--- src/core/blm_map.svh ---
// constant map of the button and led mode controller
`ifndef BLM_MAP_SVH
`define BLM_MAP_SVH
// ==========================================
// timing
`define BLM_CLK_HZ 50000000
`define BLM_MS_PER_S 1000
`define BLM_S_PER_MIN 60
`define BLM_POWERUP_S 20
`define BLM_TEST_TIMEOUT_MIN 2
`define BLM_LEARN_TIMEOUT_MIN 3
`define BLM_FLASH_MS 100
`define BLM_READY_FLASH_MS 1000
`define BLM_STEP_MS 1500
`define BLM_LEARN_OK_MS 1000
`define BLM_RESTORE_MS 1000
`define BLM_DEBOUNCE_MS 20
`define BLM_FACT_FLASHES 3
`define BLM_BAR_STEP 20
// ==========================================
// register offsets
`define BLM_OFS_CTRL 12'h000
`define BLM_OFS_RATE 12'h004
`define BLM_OFS_STATUS 12'h008
// ==========================================
// control fields
`define BLM_CTRL_TRACK_MODE 0
`define BLM_CTRL_SLAVE 1
`define BLM_CTRL_MASTER 2
`define BLM_CTRL_LAST_SLAVE 3
`define BLM_CTRL_READY 4
`define BLM_CTRL_W 5
`define BLM_CTRL_RST 5'h10
`define BLM_RATE_W 7
// ==========================================
// status fields
`define BLM_ST_STATE_LSB 0
`define BLM_ST_LED_LSB 4
`define BLM_ST_PUSH 9
`define BLM_ST_RESTORE 10
`define BLM_ST_STEP_LSB 11
`endif

--- src/core/blm_pkg.sv ---
// types of the button and led mode controller
package blm_pkg;
  typedef enum logic [3:0] {
    ST_POWERUP, ST_READY_FLASH, ST_RUN, ST_HOLD, ST_TEST, ST_LEARN, ST_LEARN_OK,
    ST_SETUP, ST_NETCFG, ST_RESTORE, ST_RECOVERY, ST_FACTORY, ST_FACT_FLASH
  } blm_state_t;
  typedef enum logic [2:0] {
    STEP_EXIT, STEP_TEST, STEP_LEARN, STEP_SETUP, STEP_NETCFG
  } blm_step_t;
endpackage

--- src/core/blm_ctrl.sv ---
// front-panel led and push-button mode controller with apb registers
//
// Register access over APB and the register addresses were chosen for this implementation.
`timescale 1ns/1ps
`include "blm_map.svh"
module blm_ctrl
  import blm_pkg::*;
#(
  parameter int TICK_CYCLES = `BLM_CLK_HZ / `BLM_MS_PER_S,
  parameter int POWERUP_MS = `BLM_POWERUP_S * `BLM_MS_PER_S,
  parameter int TEST_MS = `BLM_TEST_TIMEOUT_MIN * `BLM_S_PER_MIN * `BLM_MS_PER_S,
  parameter int LEARN_MS = `BLM_LEARN_TIMEOUT_MIN * `BLM_S_PER_MIN * `BLM_MS_PER_S,
  parameter int STEP_MS = `BLM_STEP_MS,
  parameter int FLASH_MS = `BLM_FLASH_MS,
  parameter int READY_FLASH_MS = `BLM_READY_FLASH_MS,
  parameter int LEARN_OK_MS = `BLM_LEARN_OK_MS,
  parameter int RESTORE_MS = `BLM_RESTORE_MS,
  parameter int DEB_MS = `BLM_DEBOUNCE_MS
) (
  input wire logic pclk, // system clock
  input wire logic presetn, // async reset, active low
  input wire logic psel, // apb select
  input wire logic penable, // apb access phase
  input wire logic pwrite, // apb write
  input wire logic [11:0] paddr, // apb byte address
  input wire logic [31:0] pwdata, // apb write data
  output logic [31:0] prdata, // apb read data
  output logic pready, // apb ready
  output logic pslverr, // apb error on unmapped address
  input wire logic push_btn_n, // push button pin, low pressed
  input wire logic restore_btn_n, // restore button pin, low pressed
  input wire logic sensor_pin, // presence sensor pin
  input wire logic decode_ok, // pulse per good decode
  input wire logic no_read, // pulse per no-read
  input wire logic tx_active, // main serial port sending
  input wire logic learn_saved, // pulse when learned params saved
  input wire logic factory_ok, // pulse when factory defaults done
  output logic led_ready, // ready / netconfig led
  output logic led_good, // good / setup led
  output logic led_trigger, // trigger / learn led
  output logic led_com, // com / test led
  output logic led_status, // status led
  output logic test_active, // read-rate test running
  output logic learn_active, // code learning running
  output logic learn_discard, // pulse, learned params dropped
  output logic setup_port_only, // chain traffic off on open port
  output logic netcfg_scan, // discover slaves on the chain
  output logic restore_req, // pulse, adopt box parameters
  output logic recovery_mode, // software recovery entered
  output logic factory_req // factory default reset requested
);
  // ==========================================
  // helpers
  function automatic logic expired(input logic [17:0] c, input int lim);
    return c >= 18'(lim - 1);
  endfunction

  function automatic logic [4:0] bar(input logic [6:0] r);
    logic [4:0] b;
    b = '0;
    for (int i = 0; i < 5; i++) begin
      b[i] = r > 7'(i * `BLM_BAR_STEP);
    end
    return b;
  endfunction

  // ==========================================
  // ms tick and button inputs
  logic [15:0] div_ff, nxt_div;
  logic tick_ff, nxt_tick;
  logic push, rest, push_q_ff, press;
  logic sens1_ff, sens2_ff;

  always_comb begin
    nxt_div = div_ff + 16'h0001;
    nxt_tick = 1'b0;
    if (div_ff >= 16'(TICK_CYCLES - 1)) begin
      nxt_div = '0;
      nxt_tick = 1'b1;
    end
  end

  always_ff @(posedge pclk or negedge presetn) begin
    if (!presetn) begin
      div_ff <= '0;
      tick_ff <= 1'b0;
      push_q_ff <= 1'b0;
      sens1_ff <= 1'b0;
      sens2_ff <= 1'b0;
    end else begin
      div_ff <= nxt_div;
      tick_ff <= nxt_tick;
      push_q_ff <= push;
      sens1_ff <= sensor_pin;
      sens2_ff <= sens1_ff;
    end
  end

  assign press = push & ~push_q_ff;

  blm_debounce #(.DEB_MS(DEB_MS)) u_push_deb (
    .pclk(pclk),
    .presetn(presetn),
    .tick_ms(tick_ff),
    .pin_n(push_btn_n),
    .held(push)
  );

  blm_debounce #(.DEB_MS(DEB_MS)) u_rest_deb (
    .pclk(pclk),
    .presetn(presetn),
    .tick_ms(tick_ff),
    .pin_n(restore_btn_n),
    .held(rest)
  );

  // ==========================================
  // apb registers
  logic [`BLM_CTRL_W-1:0] ctrl_ff, nxt_ctrl;
  logic [`BLM_RATE_W-1:0] rate_ff, nxt_rate;
  logic [31:0] rdata_ff, nxt_rdata;
  logic [31:0] status_w;
  logic hit, setup_ph;
  blm_state_t state_ff, nxt_state;
  blm_step_t step_ff, nxt_step;
  logic [4:0] led_ff, nxt_led;

  assign hit = paddr == `BLM_OFS_CTRL || paddr == `BLM_OFS_RATE || paddr == `BLM_OFS_STATUS;
  assign setup_ph = psel & ~penable;

  always_comb begin
    status_w = '0;
    status_w[`BLM_ST_STATE_LSB +: 4] = state_ff;
    status_w[`BLM_ST_LED_LSB +: 5] = led_ff;
    status_w[`BLM_ST_PUSH] = push;
    status_w[`BLM_ST_RESTORE] = rest;
    status_w[`BLM_ST_STEP_LSB +: 3] = step_ff;
  end

  always_comb begin
    nxt_ctrl = ctrl_ff;
    nxt_rate = rate_ff;
    nxt_rdata = rdata_ff;
    if (psel && penable && pwrite) begin
      if (paddr == `BLM_OFS_CTRL) begin
        nxt_ctrl = pwdata[`BLM_CTRL_W-1:0];
      end
      if (paddr == `BLM_OFS_RATE) begin
        nxt_rate = pwdata[`BLM_RATE_W-1:0];
      end
    end
    if (setup_ph && !pwrite) begin
      case (paddr)
        `BLM_OFS_CTRL: nxt_rdata = {27'h0000000, ctrl_ff};
        `BLM_OFS_RATE: nxt_rdata = {25'h0000000, rate_ff};
        `BLM_OFS_STATUS: nxt_rdata = status_w;
        default: nxt_rdata = '0;
      endcase
    end
  end

  always_ff @(posedge pclk or negedge presetn) begin
    if (!presetn) begin
      ctrl_ff <= `BLM_CTRL_RST;
      rate_ff <= '0;
      rdata_ff <= '0;
    end else begin
      ctrl_ff <= nxt_ctrl;
      rate_ff <= nxt_rate;
      rdata_ff <= nxt_rdata;
    end
  end

  assign prdata = rdata_ff;
  assign pready = 1'b1;
  assign pslverr = psel & penable & ~hit;

  // ==========================================
  // blink phase and event stretchers
  logic [17:0] fl_cnt_ff, nxt_fl_cnt;
  logic blink_ff, nxt_blink;
  logic [17:0] good_cnt_ff, nxt_good_cnt, nr_cnt_ff, nxt_nr_cnt;
  logic noread_ff, nxt_noread;

  always_comb begin
    nxt_fl_cnt = fl_cnt_ff;
    nxt_blink = blink_ff;
    nxt_good_cnt = good_cnt_ff;
    nxt_nr_cnt = nr_cnt_ff;
    nxt_noread = noread_ff;
    if (tick_ff) begin
      nxt_fl_cnt = fl_cnt_ff + 18'h00001;
      if (expired(fl_cnt_ff, FLASH_MS)) begin
        nxt_fl_cnt = '0;
        nxt_blink = ~blink_ff;
      end
      if (good_cnt_ff != '0) begin
        nxt_good_cnt = good_cnt_ff - 18'h00001;
      end
      if (nr_cnt_ff != '0) begin
        nxt_nr_cnt = nr_cnt_ff - 18'h00001;
      end
    end
    if (decode_ok) begin
      nxt_good_cnt = 18'(FLASH_MS);
      nxt_noread = 1'b0;
    end
    if (no_read) begin
      nxt_nr_cnt = 18'(FLASH_MS);
      nxt_noread = 1'b1;
    end
  end

  always_ff @(posedge pclk or negedge presetn) begin
    if (!presetn) begin
      fl_cnt_ff <= '0;
      blink_ff <= 1'b0;
      good_cnt_ff <= '0;
      nr_cnt_ff <= '0;
      noread_ff <= 1'b0;
    end else begin
      fl_cnt_ff <= nxt_fl_cnt;
      blink_ff <= nxt_blink;
      good_cnt_ff <= nxt_good_cnt;
      nr_cnt_ff <= nxt_nr_cnt;
      noread_ff <= nxt_noread;
    end
  end

  // ==========================================
  // mode state machine
  logic [17:0] ms_cnt_ff, nxt_ms_cnt;
  logic [2:0] nfl_ff, nxt_nfl;
  logic discard_ff, nxt_discard, restq_ff, nxt_restq;
  logic ptslave;

  assign ptslave = ctrl_ff[`BLM_CTRL_TRACK_MODE] & ctrl_ff[`BLM_CTRL_SLAVE];

  always_comb begin
    nxt_state = state_ff;
    nxt_step = step_ff;
    nxt_nfl = nfl_ff;
    nxt_discard = 1'b0;
    nxt_restq = 1'b0;
    nxt_ms_cnt = tick_ff ? ms_cnt_ff + 18'h00001 : ms_cnt_ff;
    case (state_ff)
      ST_POWERUP: begin
        if (tick_ff && expired(ms_cnt_ff, POWERUP_MS)) begin
          if (push && rest) begin
            nxt_state = ST_FACTORY;
          end else if (push) begin
            nxt_state = ST_RECOVERY;
          end else begin
            nxt_state = ST_READY_FLASH;
          end
        end
      end
      ST_READY_FLASH: begin
        if (tick_ff && expired(ms_cnt_ff, READY_FLASH_MS)) begin
          nxt_state = ST_RUN;
        end
      end
      ST_RUN: begin
        if (press) begin
          nxt_state = ST_HOLD;
          nxt_step = STEP_EXIT;
        end else if (rest) begin
          nxt_state = ST_RESTORE;
        end
      end
      ST_HOLD: begin
        if (!push) begin
          case (step_ff)
            STEP_TEST: nxt_state = ST_TEST;
            STEP_LEARN: nxt_state = ST_LEARN;
            STEP_SETUP: nxt_state = ST_SETUP;
            STEP_NETCFG: nxt_state = ctrl_ff[`BLM_CTRL_MASTER] ? ST_NETCFG : ST_RUN;
            default: nxt_state = ST_RUN;
          endcase
        end else if (tick_ff && expired(ms_cnt_ff, STEP_MS)) begin
          nxt_ms_cnt = '0;
          case (step_ff)
            STEP_EXIT: nxt_step = STEP_TEST;
            STEP_TEST: nxt_step = STEP_LEARN;
            STEP_LEARN: nxt_step = STEP_SETUP;
            STEP_SETUP: nxt_step = STEP_NETCFG;
            default: nxt_step = STEP_EXIT;
          endcase
        end
      end
      ST_TEST: begin
        if (press || (tick_ff && expired(ms_cnt_ff, TEST_MS))) begin
          nxt_state = ST_RUN;
        end
      end
      ST_LEARN: begin
        if (learn_saved) begin
          nxt_state = ST_LEARN_OK;
        end else if (tick_ff && expired(ms_cnt_ff, LEARN_MS)) begin
          nxt_state = ST_RUN;
          nxt_discard = 1'b1;
        end
      end
      ST_LEARN_OK: begin
        if (tick_ff && expired(ms_cnt_ff, LEARN_OK_MS)) begin
          nxt_state = ST_RUN;
        end
      end
      ST_SETUP, ST_NETCFG: begin
        if (press) begin
          nxt_state = ST_RUN;
        end
      end
      ST_RESTORE: begin
        if (tick_ff && expired(ms_cnt_ff, RESTORE_MS)) begin
          nxt_ms_cnt = '0;
          nxt_nfl = nfl_ff + 3'h1;
          if (nfl_ff == 3'h1) begin
            nxt_state = ST_RUN;
            nxt_restq = 1'b1;
          end
        end
      end
      ST_FACTORY: begin
        if (factory_ok) begin
          nxt_state = ST_FACT_FLASH;
        end
      end
      ST_FACT_FLASH: begin
        if (tick_ff && expired(ms_cnt_ff, READY_FLASH_MS)) begin
          nxt_ms_cnt = '0;
          nxt_nfl = nfl_ff + 3'h1;
          if (nfl_ff == 3'(2 * `BLM_FACT_FLASHES - 1)) begin
            nxt_state = ST_RUN;
          end
        end
      end
      ST_RECOVERY: nxt_state = ST_RECOVERY;
      default: nxt_state = ST_RUN;
    endcase
    if (nxt_state != state_ff) begin
      nxt_ms_cnt = '0;
      nxt_nfl = '0;
    end
  end

  // ==========================================
  // led pattern
  always_comb begin
    nxt_led = '0;
    case (state_ff)
      ST_POWERUP: nxt_led = 5'h1F;
      ST_READY_FLASH: nxt_led = {blink_ff, 4'h0};
      ST_RUN: begin
        nxt_led[4] = ctrl_ff[`BLM_CTRL_READY];
        nxt_led[3] = good_cnt_ff != '0;
        nxt_led[2] = sens2_ff & blink_ff & ~ptslave;
        nxt_led[1] = tx_active & blink_ff & ~ptslave;
        nxt_led[0] = nr_cnt_ff != '0;
      end
      ST_HOLD: begin
        nxt_led[0] = 1'b1;
        nxt_led[4] = step_ff == STEP_NETCFG;
        nxt_led[3] = step_ff == STEP_SETUP;
        nxt_led[2] = step_ff == STEP_LEARN;
        nxt_led[1] = step_ff == STEP_TEST;
      end
      ST_TEST: begin
        if (noread_ff) begin
          nxt_led = {4'h0, blink_ff};
        end else begin
          nxt_led = bar(rate_ff);
        end
      end
      ST_LEARN: nxt_led = {2'h0, blink_ff, 2'h0};
      ST_LEARN_OK: nxt_led = 5'h04;
      ST_SETUP: nxt_led = 5'h08;
      ST_NETCFG: nxt_led = 5'h10;
      ST_RESTORE: nxt_led = nfl_ff == 3'h0 ? 5'h1F : 5'h00;
      ST_RECOVERY: nxt_led = {4'h0, blink_ff};
      ST_FACTORY: nxt_led = 5'h00;
      ST_FACT_FLASH: nxt_led = nfl_ff[0] ? 5'h00 : 5'h1F;
      default: nxt_led = '0;
    endcase
  end

  always_ff @(posedge pclk or negedge presetn) begin
    if (!presetn) begin
      state_ff <= ST_POWERUP;
      step_ff <= STEP_EXIT;
      ms_cnt_ff <= '0;
      nfl_ff <= '0;
      discard_ff <= 1'b0;
      restq_ff <= 1'b0;
      led_ff <= '0;
    end else begin
      state_ff <= nxt_state;
      step_ff <= nxt_step;
      ms_cnt_ff <= nxt_ms_cnt;
      nfl_ff <= nxt_nfl;
      discard_ff <= nxt_discard;
      restq_ff <= nxt_restq;
      led_ff <= nxt_led;
    end
  end

  // ==========================================
  // outputs
  assign {led_ready, led_good, led_trigger, led_com, led_status} = led_ff;
  assign test_active = state_ff == ST_TEST;
  assign learn_active = state_ff == ST_LEARN;
  assign learn_discard = discard_ff;
  assign setup_port_only = state_ff == ST_SETUP && ctrl_ff[`BLM_CTRL_LAST_SLAVE];
  assign netcfg_scan = state_ff == ST_NETCFG;
  assign restore_req = restq_ff;
  assign recovery_mode = state_ff == ST_RECOVERY;
  assign factory_req = state_ff == ST_FACTORY;
endmodule

--- src/core/blm_debounce.sv ---
// pin synchroniser and debouncer for one button
`timescale 1ns/1ps
`include "blm_map.svh"
module blm_debounce #(
  parameter int DEB_MS = `BLM_DEBOUNCE_MS
) (
  input wire logic pclk, // system clock
  input wire logic presetn, // async reset, active low
  input wire logic tick_ms, // one-cycle pulse each millisecond
  input wire logic pin_n, // raw button pin, low when pressed
  output logic held // debounced pressed level
);
  logic sync1_ff, sync2_ff, held_ff, nxt_held;
  logic [7:0] cnt_ff, nxt_cnt;

  always_comb begin
    nxt_held = held_ff;
    nxt_cnt = cnt_ff;
    if (~sync2_ff == held_ff) begin
      nxt_cnt = '0;
    end else if (tick_ms) begin
      if (cnt_ff >= 8'(DEB_MS - 1)) begin
        nxt_held = ~sync2_ff;
        nxt_cnt = '0;
      end else begin
        nxt_cnt = cnt_ff + 8'h01;
      end
    end
  end

  always_ff @(posedge pclk or negedge presetn) begin
    if (!presetn) begin
      sync1_ff <= 1'b1;
      sync2_ff <= 1'b1;
      held_ff <= 1'b0;
      cnt_ff <= '0;
    end else begin
      sync1_ff <= pin_n;
      sync2_ff <= sync1_ff;
      held_ff <= nxt_held;
      cnt_ff <= nxt_cnt;
    end
  end

  assign held = held_ff;
endmodule

--- config.mk ---
export PLATFORM = sky130hd
export DESIGN_NAME = blm_ctrl
export DESIGN_NICKNAME = d
export VERILOG_FILES = /design/src/core/blm_pkg.sv /design/src/core/blm_ctrl.sv /design/src/core/blm_debounce.sv
export VERILOG_INCLUDE_DIRS = /design/src /design/src/core
export SDC_FILE = /design/constraint.sdc
export NUM_CORES = 1
export LEC_CHECK = 0
export BUFFER_PORTS_ARGS = -buffer_cell sky130_fd_sc_hd__buf_2
export CAP_MARGIN = 15
export CORE_ASPECT_RATIO = 0.8
export CORE_MARGIN = 5
export CORE_UTILIZATION = 31
export DETAILED_ROUTE_END_ITERATION = 12
export PLACE_DENSITY = 0.47
export SYNTH_ARGS = -nofsm -noshare
export SYNTH_HDL_FRONTEND = slang
export SYNTH_SLANG_ARGS = --single-unit
--- constraint.sdc ---
create_clock -name pclk -period 2.4 [get_ports pclk]
set_input_delay 0.36 -clock pclk [delete_from_list [all_inputs] [get_ports pclk]]
set_output_delay 0.36 -clock pclk [all_outputs]
set_load 0.01 [all_outputs]
==> out/metrics.csv <==
metric,value,unit
critPathKind,reg -> reg,
synth_top_area_share,45.63,%
antenna_found_initial,0,
dieHeight,157.6,um
route.detailed.drc,0,
run_status,"complete, but fails checks",
drive_above_1_share,23.55,%
hold_viol,0,
grt_usage,14.05,%
async_flop_share,100.0,%
insertion_delay,0.43,ns
die_w,194.5,um
cp-start-kind,flop,
critical_path_required,2.75,ns
vias_per_cell,4.871,
nFillCells,2720,
place_congestion,0.8574,
clk_pin_slew,0.07,ns
first_global_vias,6694,
htree_levels,4,
violations,negative setup slack,
drtPass1Iterations,5,
ys_types,74,
final_nets,1073,
routedWlPerCell,15.03,um
peakVddDrop,0.5039,mV
cts_tree,yes,
drt_iter0_drc,423,
dpl.hpwl,15130,um
worst_slack,-0.08915,ns
synth-edff-count,0,
cts_root_buf,clkbuf_16,
clockBufferDepth,2,
placed_cells,1345,
yosys_warnings,0,
clock.fmax,401.7,MHz
gr-total-overflow,0,
fin_crit_sh,103.7,%
power_density,533.6,nW/um^2
design.core.area,27090,sq um
min_period,2.489,ns
wl,20790,um
yosys.area.top_type,dfrtp_1,
rows,54,
drtAntennaViolNets,0,
ff_latch_area,3985,sq um
slew_viol_final,0,
ys.flop_type,dfrtp_1,
cp-end-kind,flop,
die-area,30670,sq um
finalNonFillerCells,1383,
grt_max_degree,50,
setup_violations,21,
io_buffers,59,
cap_violations,0,
ys_seq_elements,159,
fin_hold_ws,0.1604,ns
cts_sinks,159,
synthTopCellsByArea,"dfrtp_1 46%, nor2_1 5.6%, xnor2_1 3.6%, xor2_1 3.4%, nand2_1 3.0%",
ios,104,
ys_seq_area_share,47.19,%
arrival,2.84,ns
cp_max_fo,12,
power.leakage,4.719,nW
via_count,6736,
initial_utilization,31.17,%
num_antenna_cells,0,
hp-class,in -> reg,
max_slew_margin,59.90,%
rsz0062_at_grt,true,
fin_worst_skew,0.01447,ns
syn-instance-count,885,
area_growth,22.78,%
grt_pass1_wl,35260,um
multi_input_area,4233,sq um
fin_total_pwr,5.534,mW
syn_avg_cell_area,9.543,sq um
tightest_slew,0.6000,ns
cts_buffers,17,
syn_area,8446,sq um
==> cells by family after synthesis <==
| family | Yosys count | synth area share [%] |
|---|---|---|
| AO/OA/AOI/OAI | 152 | 12.10 |
| adder cells (fa/ha/maj) | 10 | 1.481 |
| multiplexers | 21 | 2.667 |
| XOR/XNOR | 68 | 7.052 |
| AND/OR/NAND/NOR | 393 | 24.21 |
| buffers and inverters | 80 | 5.215 |
| flip-flops | 159 | 47.19 |
| other | 2 | 0.08892 |
==> state kept, by name (all words and copies together) (netlist names), 7 cells and up <==
register and count:
fl_cnt_ff 18, good_cnt_ff 18, ms_cnt_ff 18, nr_cnt_ff 18
div_ff 16, prdata 14, u_push_deb.cnt_ff 8, u_rest_deb.cnt_ff 8
rate_ff 7
==> layer usage <==
| metal | global-route usage, % | part of all wire [%] | vias up |
|---|---|---|---|
| met5 | 0 | 0 | - |
| met4 | 3.983 | 1.1 | 0 |
| met3 | 3.085 | 4.4 | 22 |
| met2 | 20.36 | 42 | 119 |
| met1 | 21.11 | 52 | 3252 |
| li1 | - | - | 3343 |
==> worst max-delay path, stage by stage, from the launching register on <==
cell and delay, ns:
dfrtp_1 0.39, or4_4 0.55, or3_4 0.38, or3_4 0.38, nand3_2 0.08, nand4bb_4 0.15, o211ai_4 0.13, buf_12 0.18
nor3_4 0.16
==> per-stage QoR <==
stage          util [%]  setup WS, ns  TNS, ns  cell area, sq um
2_1_floorplan         -      -0.06567  -0.5177              8509
3_3_place_gp      35.36       -0.1110   -1.381              9580
3_5_place_dp      35.36       -0.1447   -2.018              9580
4_1_cts           37.97      -0.07806  -0.5400             10290
5_1_grt           38.27       -0.1407   -2.159             10370
6_report          38.27      -0.08915  -0.7169             10370
==> worst paths after layout <==
path / from / endpoint / slack [ns] / cells after the start
setup / recovery: ms_cnt_ff[14] / ms_cnt_ff[12] / -0.09 / 8
hold / removal: pwdata[6] / rate_ff[6] / 0.16 / 2
setup reg to reg: ms_cnt_ff[14] / ms_cnt_ff[12] / -0.09 / 8
hold reg to reg: u_rest_deb.sync1_ff / u_rest_deb.sync2_ff / 0.36 / 0
max in group asynchronous: presetn / fl_cnt_ff[13] / 1.25 / 3
min in group asynchronous: presetn / prdata[2] / 0.44 / 2
==> power by group <==
part,leakage (nW),internal [mW],switching [mW],total [mW]
logic,2.30,0.0449,0.114,0.159
clock network,0.289,1.39,1.29,2.68
registers,2.13,2.69,0.00412,2.69
total,4.72,4.13,1.41,5.53
==> synthesized netlist by cell type, drive strengths merged, types with 7 or more instances <==
cell type,instances
o211ai,7
mux2,12
clkbuf,24
or3,17
nor4,15
a22o,10
dfrtp,154
a31oi,15
o31ai,10
nor2b,9
nand2b,10
inv,20
o21ai,29
nor3,49
or4,8
and3,12
nand2,68
a211oi,9
ha,10
mux2i,9
nor2,126
a21oi,38
xnor2,35
xor2,33
nand3,40
buf,35
==> cell usage in the layout, fill, tap and decap left out, drive strengths merged, types with 9 or more instances in the layout <==
cell type / synthesis / final
a211oi: 9 / 9
a21oi: 38 / 38
a22o: 10 / 10
a31oi: 15 / 15
and3: 12 / 12
buf: 35 / 140
clkbuf: 24 / 17
conb: 2 / 19
dfrtp: 154 / 154
ha: 10 / 10
inv: 20 / 28
mux2: 12 / 12
mux2i: 9 / 9
nand2: 68 / 68
nand2b: 10 / 10
nand3: 40 / 40
nor2: 126 / 126
nor2b: 9 / 9
nor3: 49 / 49
nor4: 15 / 15
o21ai: 29 / 29
o31ai: 10 / 10
or3: 17 / 17
xnor2: 35 / 35
xor2: 33 / 33
==> what timing repair did <==
action / 4_1_cts / 5_1_grt
pin swaps: 4 / 2
buffers inserted: 1 / 1
endpoints found under the hold margin: 47 / 0
hold buffers: 4 / 0
resized for setup: 12 / 15
setup endpoints to repair: 27 / 34
==> cell type report <==
cell class,instances,share of cell area [%]
Inverter,21,0.7601
Tap cell,364,4.392
Clock inverter,15,1.544
Clock buffer,17,4.102
Sequential cell,159,38.43
Multi-Input combinational cell,663,40.82
Timing Repair Buffer,144,9.954
Note: power is estimated with default switching activity, not from simulation.
